===== src/design/supervisor_regs.vh =====
// register map, field positions, reset values and timing figures
// assumes inclusion by the supervisor sleep control files only
`ifndef SUPERVISOR_REGS_VH
`define SUPERVISOR_REGS_VH

// ----------------------------------------
// register byte addresses
// ----------------------------------------
`define ADDR_LOW_CTRL 8'h00
`define ADDR_HIGH_CTRL 8'h04
`define ADDR_FLAGS 8'h08
`define ADDR_MASK 8'h0C
`define ADDR_SLEEP 8'h10
`define ADDR_STATE 8'h14

// ----------------------------------------
// side control fields (both sides)
// ----------------------------------------
`define F_SUP_ENABLE 0
`define F_SUP_KEEP 1
`define F_SUP_FULL 2
`define F_AUTO 3
`define F_MON_ENABLE 4
`define F_MON_FULL 5
`define F_RESET_SEL 6
`define CTRL_WIDTH 7
`define CTRL_RESET 7'h00

// ----------------------------------------
// flag fields
// ----------------------------------------
`define F_LOW_SETTLE 0
`define F_HIGH_SETTLE 1
`define F_LOW_SUP_EVT 2
`define F_LOW_MON_EVT 3
`define F_HIGH_SUP_EVT 4
`define F_HIGH_MON_EVT 5
`define F_WAKE_EVT 6
`define FLAG_WIDTH 7
`define MASK_RESET 5'h00

// ----------------------------------------
// sleep request fields and unit states
// ----------------------------------------
`define F_SLEEP_GO 3
`define LEVEL_ACTIVE 3'h0
`define LEVEL_DEEP_MIN 3'h2
`define LEVEL_MAX 3'h4
`define UNIT_OFF 2'h0
`define UNIT_NORMAL 2'h1
`define UNIT_FULL 2'h2

// ----------------------------------------
// timing
// ----------------------------------------
`define CLOCK_MHZ 200
`define T_SLOW_US 150
`define T_FAST_US 2

`endif


===== src/design/supply_supervisor_sleep_control.v =====
// supply supervisor and monitor control with sleep sequencing
// assumes an AXI4-Lite master on clock and asynchronous analog trip pins
//
// Function
// low supervisor state follows enable, keep, full bits
// automatic low side drops to normal or off in deep sleep
// low monitor keeps its state under manual control
// fast wake unless low side normal
// slow wake holds resumption about 150 us
// high side uses the same state mapping, save the automatic monitor in deep sleep
// deep entry waits for both settle flags
// wake request near entry is never lost
// reset returns sleep logic to normal
// software computes the affected configuration check
// software adds 150 us delay when needed
// overvoltage enable turns monitor event into reset
// automatic high monitor inactive in deep sleep
// low side event selects reset or interrupt
// low side normal mode means slow wake
// control write sets settle flag until settled
// unit states change with the power mode
`timescale 1ns/10ps
`include "supervisor_regs.vh"
module supply_supervisor_sleep_control #(
    parameter SLOW_US = `T_SLOW_US,
    parameter SLOW_CYCLES = `T_SLOW_US * `CLOCK_MHZ
) (
    input wire clock,
    input wire reset_n,
    input wire [7:0] s_axi_awaddr,
    input wire s_axi_awvalid,
    output reg s_axi_awready,
    input wire [31:0] s_axi_wdata,
    input wire [3:0] s_axi_wstrb,
    input wire s_axi_wvalid,
    output reg s_axi_wready,
    output reg [1:0] s_axi_bresp,
    output reg s_axi_bvalid,
    input wire s_axi_bready,
    input wire [7:0] s_axi_araddr,
    input wire s_axi_arvalid,
    output reg s_axi_arready,
    output reg [31:0] s_axi_rdata,
    output reg [1:0] s_axi_rresp,
    output reg s_axi_rvalid,
    input wire s_axi_rready,
    input wire wake_request,
    input wire low_sup_trip,
    input wire low_mon_trip,
    input wire high_sup_trip,
    input wire high_mon_trip,
    output reg [1:0] low_sup_state,
    output reg [1:0] low_mon_state,
    output reg [1:0] high_sup_state,
    output reg [1:0] high_mon_state,
    output reg cpu_hold,
    output reg power_on_reset,
    output reg irq
);

localparam ST_ACTIVE = 2'd0;
localparam ST_SLEEP = 2'd1;
localparam ST_WAKE = 2'd2;
localparam FAST_CYCLES = `T_FAST_US * `CLOCK_MHZ;
localparam [15:0] SLOW_LOAD = SLOW_CYCLES[15:0];
localparam [15:0] FAST_LOAD = FAST_CYCLES[15:0];
localparam [15:0] ONE_LOAD = 16'h0001;

// ----------------------------------------
// state mapping
// ----------------------------------------
function [1:0] sup_map;
    input en;
    input keep;
    input full;
    input auto;
    input deep;
    begin
        if (!en) begin
            sup_map = `UNIT_OFF;
        end else if (!deep || (!auto && keep)) begin
            sup_map = full ? `UNIT_FULL : `UNIT_NORMAL;
        end else if (auto && keep && full) begin
            sup_map = `UNIT_NORMAL;
        end else begin
            sup_map = `UNIT_OFF;
        end
    end
endfunction

function [1:0] mon_map;
    input en;
    input full;
    input auto;
    input deep;
    input auto_off;
    begin
        if (!en) begin
            mon_map = `UNIT_OFF;
        end else if (!deep || !auto) begin
            mon_map = full ? `UNIT_FULL : `UNIT_NORMAL;
        end else if (full && !auto_off) begin
            mon_map = `UNIT_NORMAL;
        end else begin
            mon_map = `UNIT_OFF;
        end
    end
endfunction

// ----------------------------------------
// storage
// ----------------------------------------
reg [`CTRL_WIDTH-1:0] low_side_control_reg;
reg [`CTRL_WIDTH-1:0] high_side_control_reg;
reg [4:0] event_flags;
reg [4:0] event_mask;
reg [1:0] state;
reg [2:0] power_level;
reg entry_pending;
reg [2:0] entry_level;
reg wake_latch;
reg [4:0] pin_meta;
reg [4:0] pin_sync;
reg [4:0] pin_last;
reg aw_held;
reg w_held;
reg [7:0] aw_addr_q;
reg [31:0] wdata_q;
reg [3:0] wstrb_q;
reg [1:0] next_state;
reg [2:0] next_level;
reg wake_start;
reg entry_take;
wire low_settle_flag;
wire high_settle_flag;
wire wake_busy;

// ----------------------------------------
// pin synchronisers
// ----------------------------------------
always @(posedge clock) begin
    if (!reset_n) begin
        pin_meta <= 5'h00;
        pin_sync <= 5'h00;
        pin_last <= 5'h00;
    end else begin
        pin_meta <= {wake_request, high_mon_trip, high_sup_trip, low_mon_trip, low_sup_trip};
        pin_sync <= pin_meta;
        pin_last <= pin_sync;
    end
end

wire [4:0] pin_rise = pin_sync & ~pin_last;
wire wake_level = pin_sync[4];

// ----------------------------------------
// derived configuration
// ----------------------------------------
wire [6:0] lc = low_side_control_reg;
wire [6:0] hc = high_side_control_reg;
wire low_slow = (lc[`F_SUP_ENABLE] & ~lc[`F_SUP_FULL])
    | (lc[`F_MON_ENABLE] & ~lc[`F_MON_FULL]);
wire low_fast_risk = ~lc[`F_SUP_ENABLE] | lc[`F_SUP_FULL]
    | ~lc[`F_MON_ENABLE] | lc[`F_MON_FULL];
wire high_risk = (hc[`F_SUP_ENABLE] & ~hc[`F_SUP_FULL]
    & (~hc[`F_SUP_KEEP] | hc[`F_AUTO]))
    | (hc[`F_MON_ENABLE] & ~hc[`F_MON_FULL] & hc[`F_AUTO]);
wire affected = low_fast_risk & high_risk;
wire settle_clear = ~low_settle_flag & ~high_settle_flag;
wire deep_now = power_level >= `LEVEL_DEEP_MIN;
wire deep_next = next_level >= `LEVEL_DEEP_MIN;
wire wake_seen = wake_level | wake_latch;

// ----------------------------------------
// sleep sequencer
// ----------------------------------------
always @* begin
    next_state = state;
    next_level = power_level;
    wake_start = 1'b0;
    entry_take = 1'b0;
    case (state)
        ST_ACTIVE: begin
            if (entry_pending && (entry_level < `LEVEL_DEEP_MIN || settle_clear)) begin
                next_state = ST_SLEEP;
                next_level = entry_level;
                entry_take = 1'b1;
            end
        end
        ST_SLEEP: begin
            if (wake_seen) begin
                next_state = ST_WAKE;
                next_level = `LEVEL_ACTIVE;
                wake_start = 1'b1;
            end
        end
        ST_WAKE: begin
            if (!wake_busy) begin
                next_state = ST_ACTIVE;
            end
        end
        default: begin
            next_state = ST_ACTIVE;
            next_level = `LEVEL_ACTIVE;
        end
    endcase
end

// light sleep resumes at once; deep sleep waits the slow or fast count
wire [15:0] wake_load = !deep_now ? ONE_LOAD : (low_slow ? SLOW_LOAD : FAST_LOAD);

always @(posedge clock) begin
    if (!reset_n) begin
        state <= ST_ACTIVE;
        power_level <= `LEVEL_ACTIVE;
        wake_latch <= 1'b0;
        cpu_hold <= 1'b0;
        low_sup_state <= `UNIT_OFF;
        low_mon_state <= `UNIT_OFF;
        high_sup_state <= `UNIT_OFF;
        high_mon_state <= `UNIT_OFF;
    end else begin
        state <= next_state;
        power_level <= next_level;
        cpu_hold <= (next_state != ST_ACTIVE);
        // a wake pulse during the entry cycle is held, not dropped
        if (wake_start) begin
            wake_latch <= 1'b0;
        end else if (wake_level && (entry_pending || state == ST_SLEEP)) begin
            wake_latch <= 1'b1;
        end
        // unit states move on the same edge as the power level
        low_sup_state <= sup_map(lc[`F_SUP_ENABLE], lc[`F_SUP_KEEP], lc[`F_SUP_FULL],
            lc[`F_AUTO], deep_next);
        low_mon_state <= mon_map(lc[`F_MON_ENABLE], lc[`F_MON_FULL], lc[`F_AUTO],
            deep_next, 1'b0);
        high_sup_state <= sup_map(hc[`F_SUP_ENABLE], hc[`F_SUP_KEEP], hc[`F_SUP_FULL],
            hc[`F_AUTO], deep_next);
        high_mon_state <= mon_map(hc[`F_MON_ENABLE], hc[`F_MON_FULL], hc[`F_AUTO],
            deep_next, 1'b1);
    end
end

// ----------------------------------------
// timers
// ----------------------------------------
wire wr_fire = aw_held && w_held && !s_axi_bvalid;
wire wr_low = wr_fire && aw_addr_q == `ADDR_LOW_CTRL && wstrb_q[0];
wire wr_high = wr_fire && aw_addr_q == `ADDR_HIGH_CTRL && wstrb_q[0];
wire [15:0] low_load = wdata_q[`F_SUP_FULL] ? FAST_LOAD : SLOW_LOAD;
wire [15:0] high_load = wdata_q[`F_SUP_FULL] ? FAST_LOAD : SLOW_LOAD;

interval_timer #(.WIDTH(16)) low_settle (
    .clock(clock),
    .reset_n(reset_n),
    .start(wr_low),
    .load(low_load),
    .busy(low_settle_flag)
);

interval_timer #(.WIDTH(16)) high_settle (
    .clock(clock),
    .reset_n(reset_n),
    .start(wr_high),
    .load(high_load),
    .busy(high_settle_flag)
);

interval_timer #(.WIDTH(16)) wake_timer (
    .clock(clock),
    .reset_n(reset_n),
    .start(wake_start),
    .load(wake_load),
    .busy(wake_busy)
);

// ----------------------------------------
// events, reset request and interrupt
// ----------------------------------------
wire low_sup_hit = pin_rise[0] && low_sup_state != `UNIT_OFF;
wire low_mon_hit = pin_rise[1] && low_mon_state != `UNIT_OFF;
wire high_sup_hit = pin_rise[2] && high_sup_state != `UNIT_OFF;
wire high_mon_hit = pin_rise[3] && high_mon_state != `UNIT_OFF;
wire low_to_reset = lc[`F_RESET_SEL];
wire ovp_reset = hc[`F_RESET_SEL];
wire [4:0] event_set = {
    state == ST_WAKE && !wake_busy,
    high_mon_hit && !ovp_reset,
    high_sup_hit,
    low_mon_hit && !low_to_reset,
    low_sup_hit && !low_to_reset
};
wire flags_wr = wr_fire && aw_addr_q == `ADDR_FLAGS && wstrb_q[0];
wire [4:0] event_clear = flags_wr ? wdata_q[`F_WAKE_EVT:`F_LOW_SUP_EVT] : 5'h00;
wire [4:0] next_flags = event_set | (event_flags & ~event_clear);

always @(posedge clock) begin
    if (!reset_n) begin
        event_flags <= 5'h00;
        power_on_reset <= 1'b0;
        irq <= 1'b0;
    end else begin
        // a new event wins over a clear in the same cycle
        event_flags <= next_flags;
        power_on_reset <= ((low_sup_hit || low_mon_hit) && low_to_reset)
            || (high_mon_hit && ovp_reset);
        irq <= |(next_flags & event_mask);
    end
end

// ----------------------------------------
// register writes
// ----------------------------------------
always @(posedge clock) begin
    if (!reset_n) begin
        low_side_control_reg <= `CTRL_RESET;
        high_side_control_reg <= `CTRL_RESET;
        event_mask <= `MASK_RESET;
        entry_pending <= 1'b0;
        entry_level <= `LEVEL_ACTIVE;
    end else begin
        if (entry_take) begin
            entry_pending <= 1'b0;
        end
        if (wr_low) begin
            low_side_control_reg <= wdata_q[`CTRL_WIDTH-1:0];
        end
        if (wr_high) begin
            high_side_control_reg <= wdata_q[`CTRL_WIDTH-1:0];
        end
        if (wr_fire && aw_addr_q == `ADDR_MASK && wstrb_q[0]) begin
            event_mask <= wdata_q[`F_WAKE_EVT:`F_LOW_SUP_EVT];
        end
        if (wr_fire && aw_addr_q == `ADDR_SLEEP && wstrb_q[0]
            && wdata_q[`F_SLEEP_GO] && state == ST_ACTIVE && !entry_take) begin
            entry_pending <= 1'b1;
            entry_level <= (wdata_q[2:0] > `LEVEL_MAX) ? `LEVEL_MAX : wdata_q[2:0];
        end
    end
end

// ----------------------------------------
// AXI4-Lite write channel
// ----------------------------------------
wire wr_mapped = aw_addr_q == `ADDR_LOW_CTRL || aw_addr_q == `ADDR_HIGH_CTRL
    || aw_addr_q == `ADDR_FLAGS || aw_addr_q == `ADDR_MASK
    || aw_addr_q == `ADDR_SLEEP || aw_addr_q == `ADDR_STATE;

always @(posedge clock) begin
    if (!reset_n) begin
        s_axi_awready <= 1'b1;
        s_axi_wready <= 1'b1;
        s_axi_bvalid <= 1'b0;
        s_axi_bresp <= 2'h0;
        aw_held <= 1'b0;
        w_held <= 1'b0;
        aw_addr_q <= 8'h00;
        wdata_q <= 32'h00000000;
        wstrb_q <= 4'h0;
    end else begin
        if (s_axi_awvalid && s_axi_awready) begin
            aw_held <= 1'b1;
            s_axi_awready <= 1'b0;
            aw_addr_q <= {s_axi_awaddr[7:2], 2'b00};
        end
        if (s_axi_wvalid && s_axi_wready) begin
            w_held <= 1'b1;
            s_axi_wready <= 1'b0;
            wdata_q <= s_axi_wdata;
            wstrb_q <= s_axi_wstrb;
        end
        if (wr_fire) begin
            aw_held <= 1'b0;
            w_held <= 1'b0;
            s_axi_bvalid <= 1'b1;
            s_axi_bresp <= wr_mapped ? 2'h0 : 2'h2;
        end
        if (s_axi_bvalid && s_axi_bready) begin
            s_axi_bvalid <= 1'b0;
            s_axi_awready <= 1'b1;
            s_axi_wready <= 1'b1;
        end
    end
end

// ----------------------------------------
// AXI4-Lite read channel
// ----------------------------------------
wire [7:0] rd_addr = {s_axi_araddr[7:2], 2'b00};
wire [13:0] state_word = {affected, ~low_slow, state == ST_WAKE, high_mon_state,
    high_sup_state, low_mon_state, low_sup_state, power_level};

always @(posedge clock) begin
    if (!reset_n) begin
        s_axi_arready <= 1'b1;
        s_axi_rvalid <= 1'b0;
        s_axi_rdata <= 32'h00000000;
        s_axi_rresp <= 2'h0;
    end else begin
        if (s_axi_arvalid && s_axi_arready) begin
            s_axi_arready <= 1'b0;
            s_axi_rvalid <= 1'b1;
            s_axi_rresp <= 2'h0;
            if (rd_addr == `ADDR_LOW_CTRL) begin
                s_axi_rdata <= {25'h0, low_side_control_reg};
            end else if (rd_addr == `ADDR_HIGH_CTRL) begin
                s_axi_rdata <= {25'h0, high_side_control_reg};
            end else if (rd_addr == `ADDR_FLAGS) begin
                s_axi_rdata <= {25'h0, event_flags, high_settle_flag, low_settle_flag};
            end else if (rd_addr == `ADDR_MASK) begin
                s_axi_rdata <= {25'h0, event_mask, 2'b00};
            end else if (rd_addr == `ADDR_SLEEP) begin
                s_axi_rdata <= {28'h0, entry_pending, entry_level};
            end else if (rd_addr == `ADDR_STATE) begin
                s_axi_rdata <= {18'h0, state_word};
            end else begin
                s_axi_rdata <= 32'h00000000;
                s_axi_rresp <= 2'h2;
            end
        end
        if (s_axi_rvalid && s_axi_rready) begin
            s_axi_rvalid <= 1'b0;
            s_axi_arready <= 1'b1;
        end
    end
end

endmodule


===== src/design/interval_timer.v =====
// one-shot down counter, busy for exactly load cycles after start
// assumes load is at least one and start is a one-cycle pulse
`timescale 1ns/10ps
module interval_timer #(
    parameter WIDTH = 16
) (
    input wire clock,
    input wire reset_n,
    input wire start,
    input wire [WIDTH-1:0] load,
    output reg busy
);

reg [WIDTH-1:0] count;

// ----------------------------------------
// counter
// ----------------------------------------
always @(posedge clock) begin
    if (!reset_n) begin
        count <= {WIDTH{1'b0}};
        busy <= 1'b0;
    end else if (start) begin
        count <= load - {{(WIDTH-1){1'b0}}, 1'b1};
        busy <= 1'b1;
    end else if (busy) begin
        if (count == {WIDTH{1'b0}}) begin
            busy <= 1'b0;
        end else begin
            count <= count - {{(WIDTH-1){1'b0}}, 1'b1};
        end
    end
end

endmodule


===== config.mk =====
export PLATFORM = sky130hd
export DESIGN_NAME = supply_supervisor_sleep_control
export DESIGN_NICKNAME = d
export VERILOG_FILES = /design/src/design/supply_supervisor_sleep_control.v /design/src/design/interval_timer.v
export VERILOG_INCLUDE_DIRS = /design/src /design/src/design
export SDC_FILE = /design/constraint.sdc
export NUM_CORES = 1
export LEC_CHECK = 0
export BUFFER_PORTS_ARGS = -buffer_cell sky130_fd_sc_hd__buf_2
export CAP_MARGIN = 20
export CORE_UTILIZATION = 53
export DETAILED_ROUTE_END_ITERATION = 12
export PLACE_DENSITY = 0.77
export SETUP_SLACK_MARGIN = 0.4
export SLEW_MARGIN = 20
export SYNTH_ARGS = -nofsm -noshare
export SYNTH_HDL_FRONTEND = slang
export SYNTH_HIERARCHICAL = 1
export SYNTH_SLANG_ARGS = --single-unit

===== constraint.sdc =====
create_clock -name clock -period 3.69 [get_ports clock]
set_clock_uncertainty 0.05 [all_clocks]
set_input_delay 0.1845 -clock clock [delete_from_list [all_inputs] [get_ports clock]]
set_output_delay 0.1845 -clock clock [all_outputs]
set_load 0.05 [all_outputs]

* Word-level counts from Yosys, hierarchy flattened
Cells that the tools add are included.
** Storage, ports and cells
- Output and inout port bits :: 52
- Word-level logic and storage cells :: 239
- Input bits :: 64
- Flip-flop bits (word level) :: 167
** Operators by class
- Reductions and logical operators :: 86
- Magnitude comparators :: 4
- Equality and inequality tests :: 15
- $add $sub $neg :: 5
- Bitwise logic cells :: 32
- Multiplexer cells :: 59
** Operators by type and width (number)
- 16-bit two-way mux :: 9
- 14-bit two-way mux :: 6
- 16-bit logical NOT :: 3
- 16-bit by 1-bit subtractor with 16-bit output, second input constant :: 3
- 15-bit two-way mux :: 3
- 1-bit logical AND :: 38
- 2-bit two-way mux :: 17
- 15-bit by 1-bit subtractor with 16-bit output, second input constant :: 2
- 6-bit by 2-bit equality test with 1-bit output, second input constant :: 4
- 6-bit by 3-bit equality test with 1-bit output, second input constant :: 4
- 1-bit two-way mux :: 18
- 2-bit nonzero test :: 9
- 8-bit logical NOT :: 2
- 1-bit logical OR :: 13
- 6-bit by 1-bit equality test with 1-bit output, second input constant :: 2
- 2-bit AND reduction :: 6
- 1-bit inverter :: 11
- 5-bit AND :: 2
- 3-bit two-way mux :: 3
- 3-bit one-hot mux with 3 select lines :: 1
- 1-bit AND :: 8
- 1-bit logical NOT :: 8
- 2-bit OR reduction :: 4
- 1-bit bitwise OR :: 7
- other kinds (16) :: 18

* Longest topological paths before layout
Gate-level depths: netlist of the first run.
- Depth after elaboration :: 11
- Depth in mapped cells :: 13
- Gate-level depth less buffers :: 10

* Cells and area by module
The synthesis of the first run kept the hierarchy.
** By module, submodules not included
- interval_timer :: area each 1417.6 um2, sequential area each 340.3 um2, cells each 168, instances 3
- supply_supervisor_sleep_control :: area each 4200.3 um2, sequential area each 1921.8 um2, cells each 491, instances 1

* Least setup slack after synthesis of the first run
Ideal clock, no wire load.
- Path kind :: flip-flop to flip-flop
- From :: register s_axi_bvalid
- To :: register high_settle.count[6]
- Buffers on the path :: 3
- Setup time :: 0.116 ns
- Path slack :: -0.160 ns
- Arrival :: 3.684 ns
- Cell stages (with the launch flop) :: 13
- Period minus slack after synthesis :: 3.850 ns
- Data required time :: 3.524 ns
- Path through :: dfxtp_1 -> nor3b_1 -> nand3_2 -> inv_1 -> buf_4 -> clkbuf_1 -> clkbuf_1 -> mux2i_1 -> ha_1 -> a21boi_0 -> o2111ai_1 -> xnor2_1 -> o211a_1
** On the way
- Cells in the longest elaborated chain, start to end :: 6
- Elaborated cells on any way between the ends :: 8
- Classes of those cells :: 1 x eq/ne; 1 x mux; 6 x reduce/logical
** RTL lines
- start, declared :: RTL line supply_supervisor_sleep_control.v:38 : output reg s_axi_bvalid,
- start signal, assigned :: RTL line supply_supervisor_sleep_control.v:353 : s_axi_bvalid <= 1'b0;
- start signal, assigned :: RTL line supply_supervisor_sleep_control.v:375 : s_axi_bvalid <= 1'b1;
- start signal, assigned :: RTL line supply_supervisor_sleep_control.v:379 : s_axi_bvalid <= 1'b0;
- 1-bit logical NOT (*) :: RTL line supply_supervisor_sleep_control.v:247 : wire wr_fire = aw_held && w_held && !s_axi_bvalid;
- 1-bit logical AND (*) :: RTL line supply_supervisor_sleep_control.v:247
- 1-bit logical AND (no line) (*)
- 1-bit logical AND (*) :: RTL line supply_supervisor_sleep_control.v:249 : wire wr_high = wr_fire && aw_addr_q == `ADDR_HIGH_CTRL && wstrb_q[0];
- via wr_high :: RTL line supply_supervisor_sleep_control.v:249
- 2-bit by 1-bit != test with 1-bit output (no line) or 2-bit nonzero test (tied branches)
- 2-bit AND reduction (no line)
- end signal, assigned :: RTL line interval_timer.v:21 : count <= {WIDTH{1'b0}};
- end signal, assigned :: RTL line interval_timer.v:24 : count <= load - {{(WIDTH-1){1'b0}}, 1'b1};
- end signal, assigned :: RTL line interval_timer.v:30 : count <= count - {{(WIDTH-1){1'b0}}, 1'b1};
- end, declared :: RTL line interval_timer.v:14 : reg [WIDTH-1:0] count;
Mark *: on every way through the listed nets, which the timed path passes. The rest lies on a longest branch.
A chain may end at the register's enable or synchronous reset.

* Worst setup path in the final report of the first run
- From :: register aw_addr_q[7]
- To :: register low_settle.count[14]
** On the way
- Cells in the longest elaborated chain, start to end :: 5
- Elaborated cells on any way between the ends :: 7
- Classes of those cells :: 1 x eq/ne; 1 x mux; 5 x reduce/logical
** RTL lines
- start, declared :: RTL line supply_supervisor_sleep_control.v:127 : reg [7:0] aw_addr_q;
- start signal, assigned :: RTL line supply_supervisor_sleep_control.v:364 : aw_addr_q <= {s_axi_awaddr[7:2], 2'b00};
- 8-bit logical NOT (no line) (*)
- 1-bit logical AND (no line) (*)
- 1-bit logical AND (*) :: RTL line supply_supervisor_sleep_control.v:248 : wire wr_low = wr_fire && aw_addr_q == `ADDR_LOW_CTRL && wstrb_q[0];
- via wr_low :: RTL line supply_supervisor_sleep_control.v:248
- 2-bit by 1-bit != test with 1-bit output (no line) or 2-bit nonzero test (tied branches)
- 2-bit AND reduction (no line)
- end signal, assigned :: RTL line interval_timer.v:21
- end signal, assigned :: RTL line interval_timer.v:24
- end signal, assigned :: RTL line interval_timer.v:30
- end, declared :: RTL line interval_timer.v:14
Marked as above.

==> results.cfg, run 1 <==
[synth]
synth_cells = 995
synthFlopType = dfxtp_1
yosysSeqAreaShare_pct = 34.8
async_flop_share_pct = 0
avgSynthCellArea_um2 = 8.50
syn_area_um2 = 8450
synth_edf_count = 0
ys_ff_latch = 147
yosys_warnings = 6
synth.distinct_cells = 80

[sta]
slew-limit-headroom_pct = 44.8
rsz0062_at_grt = false
clock.fmax_ghz = 0.338
drv_slew = 0
worst_slew_pin_slew_ps = 820
setup_viol = 0
min_period_ps = 2960
finalHoldWorstSlack_ps = 39.2
tns_ps = 0
hold_viol = 0
finalCritPeriodShare_pct = 80.3

[pwr]
p_int_mw = 2.70
peakVddDrop_v = 0.000307
power_frac_comb_pct = 8.6
switchingPower_uw = 982
power.density_nw_per_um2 = 370
leakagePower_nw = 4.09
sw_frac_of_total_pct = 26.6
finalPower_mw = 3.68
sequentialPowerShare_pct = 44.5
clkPwrFrac_pct = 46.9

[outcome]
status = finished clean

[detailed_routing]
drc = 0
routedWlPerCell_um = 15.1
drtIter0Drc = 550
first_pass_iters = 7
vias = 7729
viasPerCell = 5.66
ant_nets = 0
routed_wl_um = 20600

[cells_and_area]
layout-drive-gt1-share_pct = 14.0
multi_input_area_um2 = 5350
fillers = 1284
seq_area_um2 = 2940
nets = 1208
syn_to_final_growth_pct = 17.9
n_antenna_cell = 0

[worst_setup_path]
crit_path_start_kind = flop
cp_max_fo = 15
path_class = reg -> reg
critPathRequiredTime_ps = 3930
crit_arrival_ps = 3200
worstSetupEndpointType = flop

[die]
die_w_um = 128
die_y_um = 128
io_pins = 116
dieArea_um2 = 16500
core_um2 = 15400
initial_core_util_pct = 55.0
rows = 45

[clocking]
clk_latency_ps = 420
cts_tree = yes
root_buffer = clkbuf_16
cts_buffer_depth = 2
cts_setup_buffers = 0
cts_made_buffers = 17
clkTransAtPathRegs_ps = 60
h-tree-depth = 4
clock_sink_count = 147

[placed_design]
port_buffers = 63
dp_hpwl_um = 13900
place_congestion = 0.876

[grt]
antenna_found_initial = 0
grt_overflow_total = 0
grt_pass1_vias = 7077
grt_max_degree = 38
grt_pass1_wl_um = 34500
grtUsageTotal_pct = 25.8

[min_path]
hold_class = in -> reg

[job]
maxCapViolations = 0
-- per-stage QoR --
step / util, % / instances / worst slack (ps) / area, um^2
after floorplan: - / 1096 / 401 / 8860
after global placement: 59.5 / 1313 / 538 / 9150
after detailed placement: 59.5 / 1313 / 444 / 9150
after CTS: 64.7 / 1365 / 435 / 9940
after global routing: 64.9 / 1365 / 398 / 9970
final: 64.9 / 1365 / 729 / 9970
-- power by group through the flow --
| stage | Combinational, mW | Clock, mW | Sequential [mW] |
|---|---|---|---|
| floorplan | 0.214 | 0 | 1.70 |
| global placement | 0.289 | 0 | 1.67 |
| detailed placement | 0.292 | 0 | 1.67 |
| CTS | 0.310 | 1.75 | 1.64 |
| global route | 0.347 | 1.81 | 1.64 |
| finish | 0.317 | 1.73 | 1.64 |
-- layer usage --
metal	wire length [um]	vias to the layer above	GRT usage [%]
met1	9660	3656	34.1
met3	897	29	4.80
met5	0	-	0
met2	9770	205	42.6
li1	-	3839	-
met4	325	0	8.10
-- flip-flops by register name (all words and copies together) (netlist names), 2 cells and up --
name and flops:
event_flags 5, high_mon_state 2, entry_level 3, pin_meta 5
high_settle/count 16, wake_timer/count 16, low_sup_state 2, low_mon_state 2
high_sup_state 2, state 2, event_mask 5, pin_last 4
pin_sync 5, low_settle/count 16, lc 7, aw_addr_q 6
power_level 3, hc 7, wdata_q 7, s_axi_rdata 14
-- cell usage in the layout, fill, tap and decap left out, drive strengths merged, types with 9 or more instances in the layout --
master and n:
dfxtp 147, and2 22, nand2 82, mux2i 47
xnor2 24, o22ai 14, conb 103, nand2b 18
xor2 30, o211ai 27, a21oi 66, nor3 28
or3 15, dlygate4sd3 20, o211a 9, nor4 33
or3b 9, inv 44, buf 81, o2111ai 16
o21ai 32, nor3b 19, nand3 39, a211oi 15
nor2 62, clkbuf 19
-- layout make-up --
class,count,area share [%]
Multi-Input combinational cell,835,53.7
Sequential cell,147,29.5
Timing Repair Buffer,101,6.65
Clock buffer,19,4.54
Tap cell,211,2.65
Inverter,39,1.54
Clock inverter,13,1.39
-- cell usage after synthesis (all sizes together) (27+ instances only) --
| library cell | n | area share [%] |
|---|---|---|
| inv | 38 | 1.7 |
| a21oi | 66 | 4.1 |
| o21ai | 32 | 1.9 |
| nor2 | 62 | 2.8 |
| nand3 | 39 | 2.5 |
| nor4 | 33 | 3.4 |
| clkbuf | 31 | 1.4 |
| buf | 44 | 3.8 |
| nor3 | 28 | 1.8 |
| nand2 | 82 | 3.6 |
| dfxtp | 147 | 35 |
| mux2i | 47 | 5.6 |
| o211ai | 27 | 2.5 |
| xor2 | 30 | 3.1 |
-- final timing paths --
| check | start | end | slack (ps) | depth (start not counted) |
|---|---|---|---|---|
| worst min register to register | pin_meta[1]$_SDFF_PN0_ | pin_sync[1]$_SDFF_PN0_ | 390 | 1 |
| worst max-delay path | aw_addr_q[7]$_SDFFE_PN0P_ | low_settle/count[14]$_SDFFE_PN0P_ | 730 | 11 |
| worst min-delay path | s_axi_wvalid | s_axi_wready$_SDFFE_PP1P_ | 40 | 2 |
| worst max register to register | aw_addr_q[7]$_SDFFE_PN0P_ | low_settle/count[14]$_SDFFE_PN0P_ | 730 | 11 |
-- worst max-delay path, stage by stage, from the launching register on --
cell and delay (ps):
dfxtp_1 330, nor3_2 270, nor3b_2 290, nand2_2 120, clkinvlp_4 220, mux2i_1 250
ha_1 310, o21ai_0 140, buf_4 180, nor4_2 370, a2111o_1 200, o211ai_1 90
-- repair_timing --
action / CTS / global route
resized for setup: 0 / 5
setup endpoints to repair: 0 / 21
endpoints found under the hold margin: 21 / 0
hold buffers: 20 / 0
-- logic make-up (layout without fill, tap and decap cells) --
family                   count (synthesis)  after routing  share of synthesized area (%)
adder cells (fa/ha/maj)                  3              3                          0.444
buffers and inverters                  114            172                           6.90
flip-flops                             147            147                           34.8
other                                    2            103                         0.0888
multiplexers                            48             48                           5.70
XOR/XNOR                                54             54                           5.59
AND/OR/NAND/NOR                        375            375                           25.5
AO/OA/AOI/OAI                          252            252                           21.0
Power figures use the tool's default switching activity.
==> run 2, diff against run 1 <==
Settings changed: CORE_UTILIZATION 53 to 58, PLACE_DENSITY 0.77 to 0.8.
Clock period 3.69 ns to 2.75 ns, I/O delays scaled along.
==> results.cfg, run 2 (synthesis results as in run 1) <==
[sta]
setup_viol = 2
tns_ps = -21.2
finalCritPeriodShare_pct = 100
drv_slew = 0
min_period_ps = 2760
worst_slew_pin_slew_ps = 844
slew-limit-headroom_pct = 43.2
rsz0062_at_grt = true
clock.fmax_ghz = 0.362
finalHoldWorstSlack_ps = 71.7
hold_viol = 0
setup_slack_ps = -12.4

[placed_design]
post-place-cells = 1298
port_buffers = 63
place_congestion = 0.888
dp_hpwl_um = 15100
dpl-instance-area_um2 = 9480

[cells_and_area]
syn_to_final_growth_pct = 34.0
layout_common_cells = dfxtp_1, conb_1, nand2_1
layout-drive-gt1-share_pct = 25.1
n_antenna_cell = 0
nets = 1283
fin_area_um2 = 11300
layout_commonest_cell = dfxtp_1
top_regs = high_settle/count: 16 flops, low_settle/count: 16 flops, wake_timer/count: 16 flops
fin_cells = 1409

[worst_setup_path]
path_class = reg -> reg
crit_path_start_kind = flop
worstSetupEndpointType = flop
crit_arrival_ps = 3020
cp_max_fo = 5
regToRegStartpoint = aw_addr_q[6]$_SDFFE_PN0P_
critPathRequiredTime_ps = 3010
crit_path_start = aw_addr_q[6]$_SDFFE_PN0P_

[detailed_routing]
vias = 8620
ant_nets = 0
routedWlPerCell_um = 18.7
routed_wl_um = 26300
first_pass_iters = 5
drtIter0Drc = 755
viasPerCell = 6.12
drc = 0

[pwr]
finalPower_mw = 5.06
leakagePower_nw = 4.67
peakVddDrop_v = 0.000502
power.density_nw_per_um2 = 447

[die]
die_y_um = 123
io_pins = 116
rows = 43
initial_core_util_pct = 60.2
dieArea_um2 = 15100
core_um2 = 14000
die_w_um = 123

[grt]
met3_usage_pct = 5.76
grt_pass1_vias = 7952
grt.met1_usage_pct = 41.4
grt_overflow_total = 0
grt_max_degree = 46
busiest_layer = met2
grtUsageMet2_pct = 58.3
antenna_found_initial = 0
grt_pass1_wl_um = 39400
grtUsageTotal_pct = 33.3

[outcome]
status = complete, but fails checks
violations = setup timing

[min_path]
hold_path_startpoint = reset_n
hold_class = in -> reg

[clocking]
cts_tree = yes
cts_buffer_depth = 2
clkTransAtPathRegs_ps = 80
h-tree-depth = 4
cts_made_buffers = 17
clock_sink_count = 147
clk_latency_ps = 440
root_buffer = clkbuf_16

[job]
maxCapViolations = 0
## run 2: changes by cell type in the layout (fill, tap and decap cells not counted), sizes merged
cell         change
bufinv           -1
clkbuf           -1
buf             +60
nor2             +1
inv              +2
dlygate4sd3     +13
clkinvlp         -4
clkinv           +5
## run 2: layer usage
layer	wire, um	vias to the layer above
li1	-	3993
met1	10600	4189
met2	13500	378
met3	1670	60
met4	564	0
met5	0	-
## run 2: area by class of cell
class,count,area [um^2]
clock buffers,17,425
flip-flops and latches,147,2970
inverters,39,161
clock inverters,15,175
fillers,861,2720
well taps,180,225
multi-input cells,836,5970
repair buffers,175,1390
## run 2: where the power goes
group / total, mW / switching [mW] / internal [mW] / leakage (nW)
sequential: 2.20 / 0.0415 / 2.16 / 1.20
combinational: 0.511 / 0.333 / 0.178 / 3.18
clock: 2.35 / 1.12 / 1.23 / 0.291
## run 2: path summary, 6_finish.rpt
path	to	slack [ps]	cells after the start
setup reg to reg	high_settle/count[7]$_SDFFE_PN0P_	-10	12
setup / recovery	high_settle/count[7]$_SDFFE_PN0P_	-10	12
hold / removal	low_settle/count[6]$_SDFFE_PN0P_	70	2
hold reg to reg	pin_sync[3]$_SDFF_PN0_	390	1
## run 2: worst max-delay path, stage by stage, from the launching register on
cell and delay [ps]:
dfxtp_4 350, nor3_4 200, nor3b_4 270, buf_6 140
nand3_4 70, clkinv_4 90, or4b_4 460, a222oi_1 380
buf_4 200, buf_6 110, xnor2_1 110, a21oi_1 70
a21boi_1 130
## run 2: metrics by stage
step / utilization, % / worst slack (ps)
4_1_cts: 77.6 / 130
5_1_grt: 80.6 / -125
6_report: 80.6 / -12.4
3_3_place_gp: 67.5 / 107
2_1_floorplan: - / -145
3_5_place_dp: 67.5 / 64.2
## run 2: timing repair
item | CTS | global route
hold endpoints to repair | 24 | 0
buffers inserted | 29 | 11
cloned | 5 | 1
endpoints found under the setup margin | 33 | 38
resized for setup | 55 | 66
hold buffers | 33 | 0
pin swaps | 39 | 49
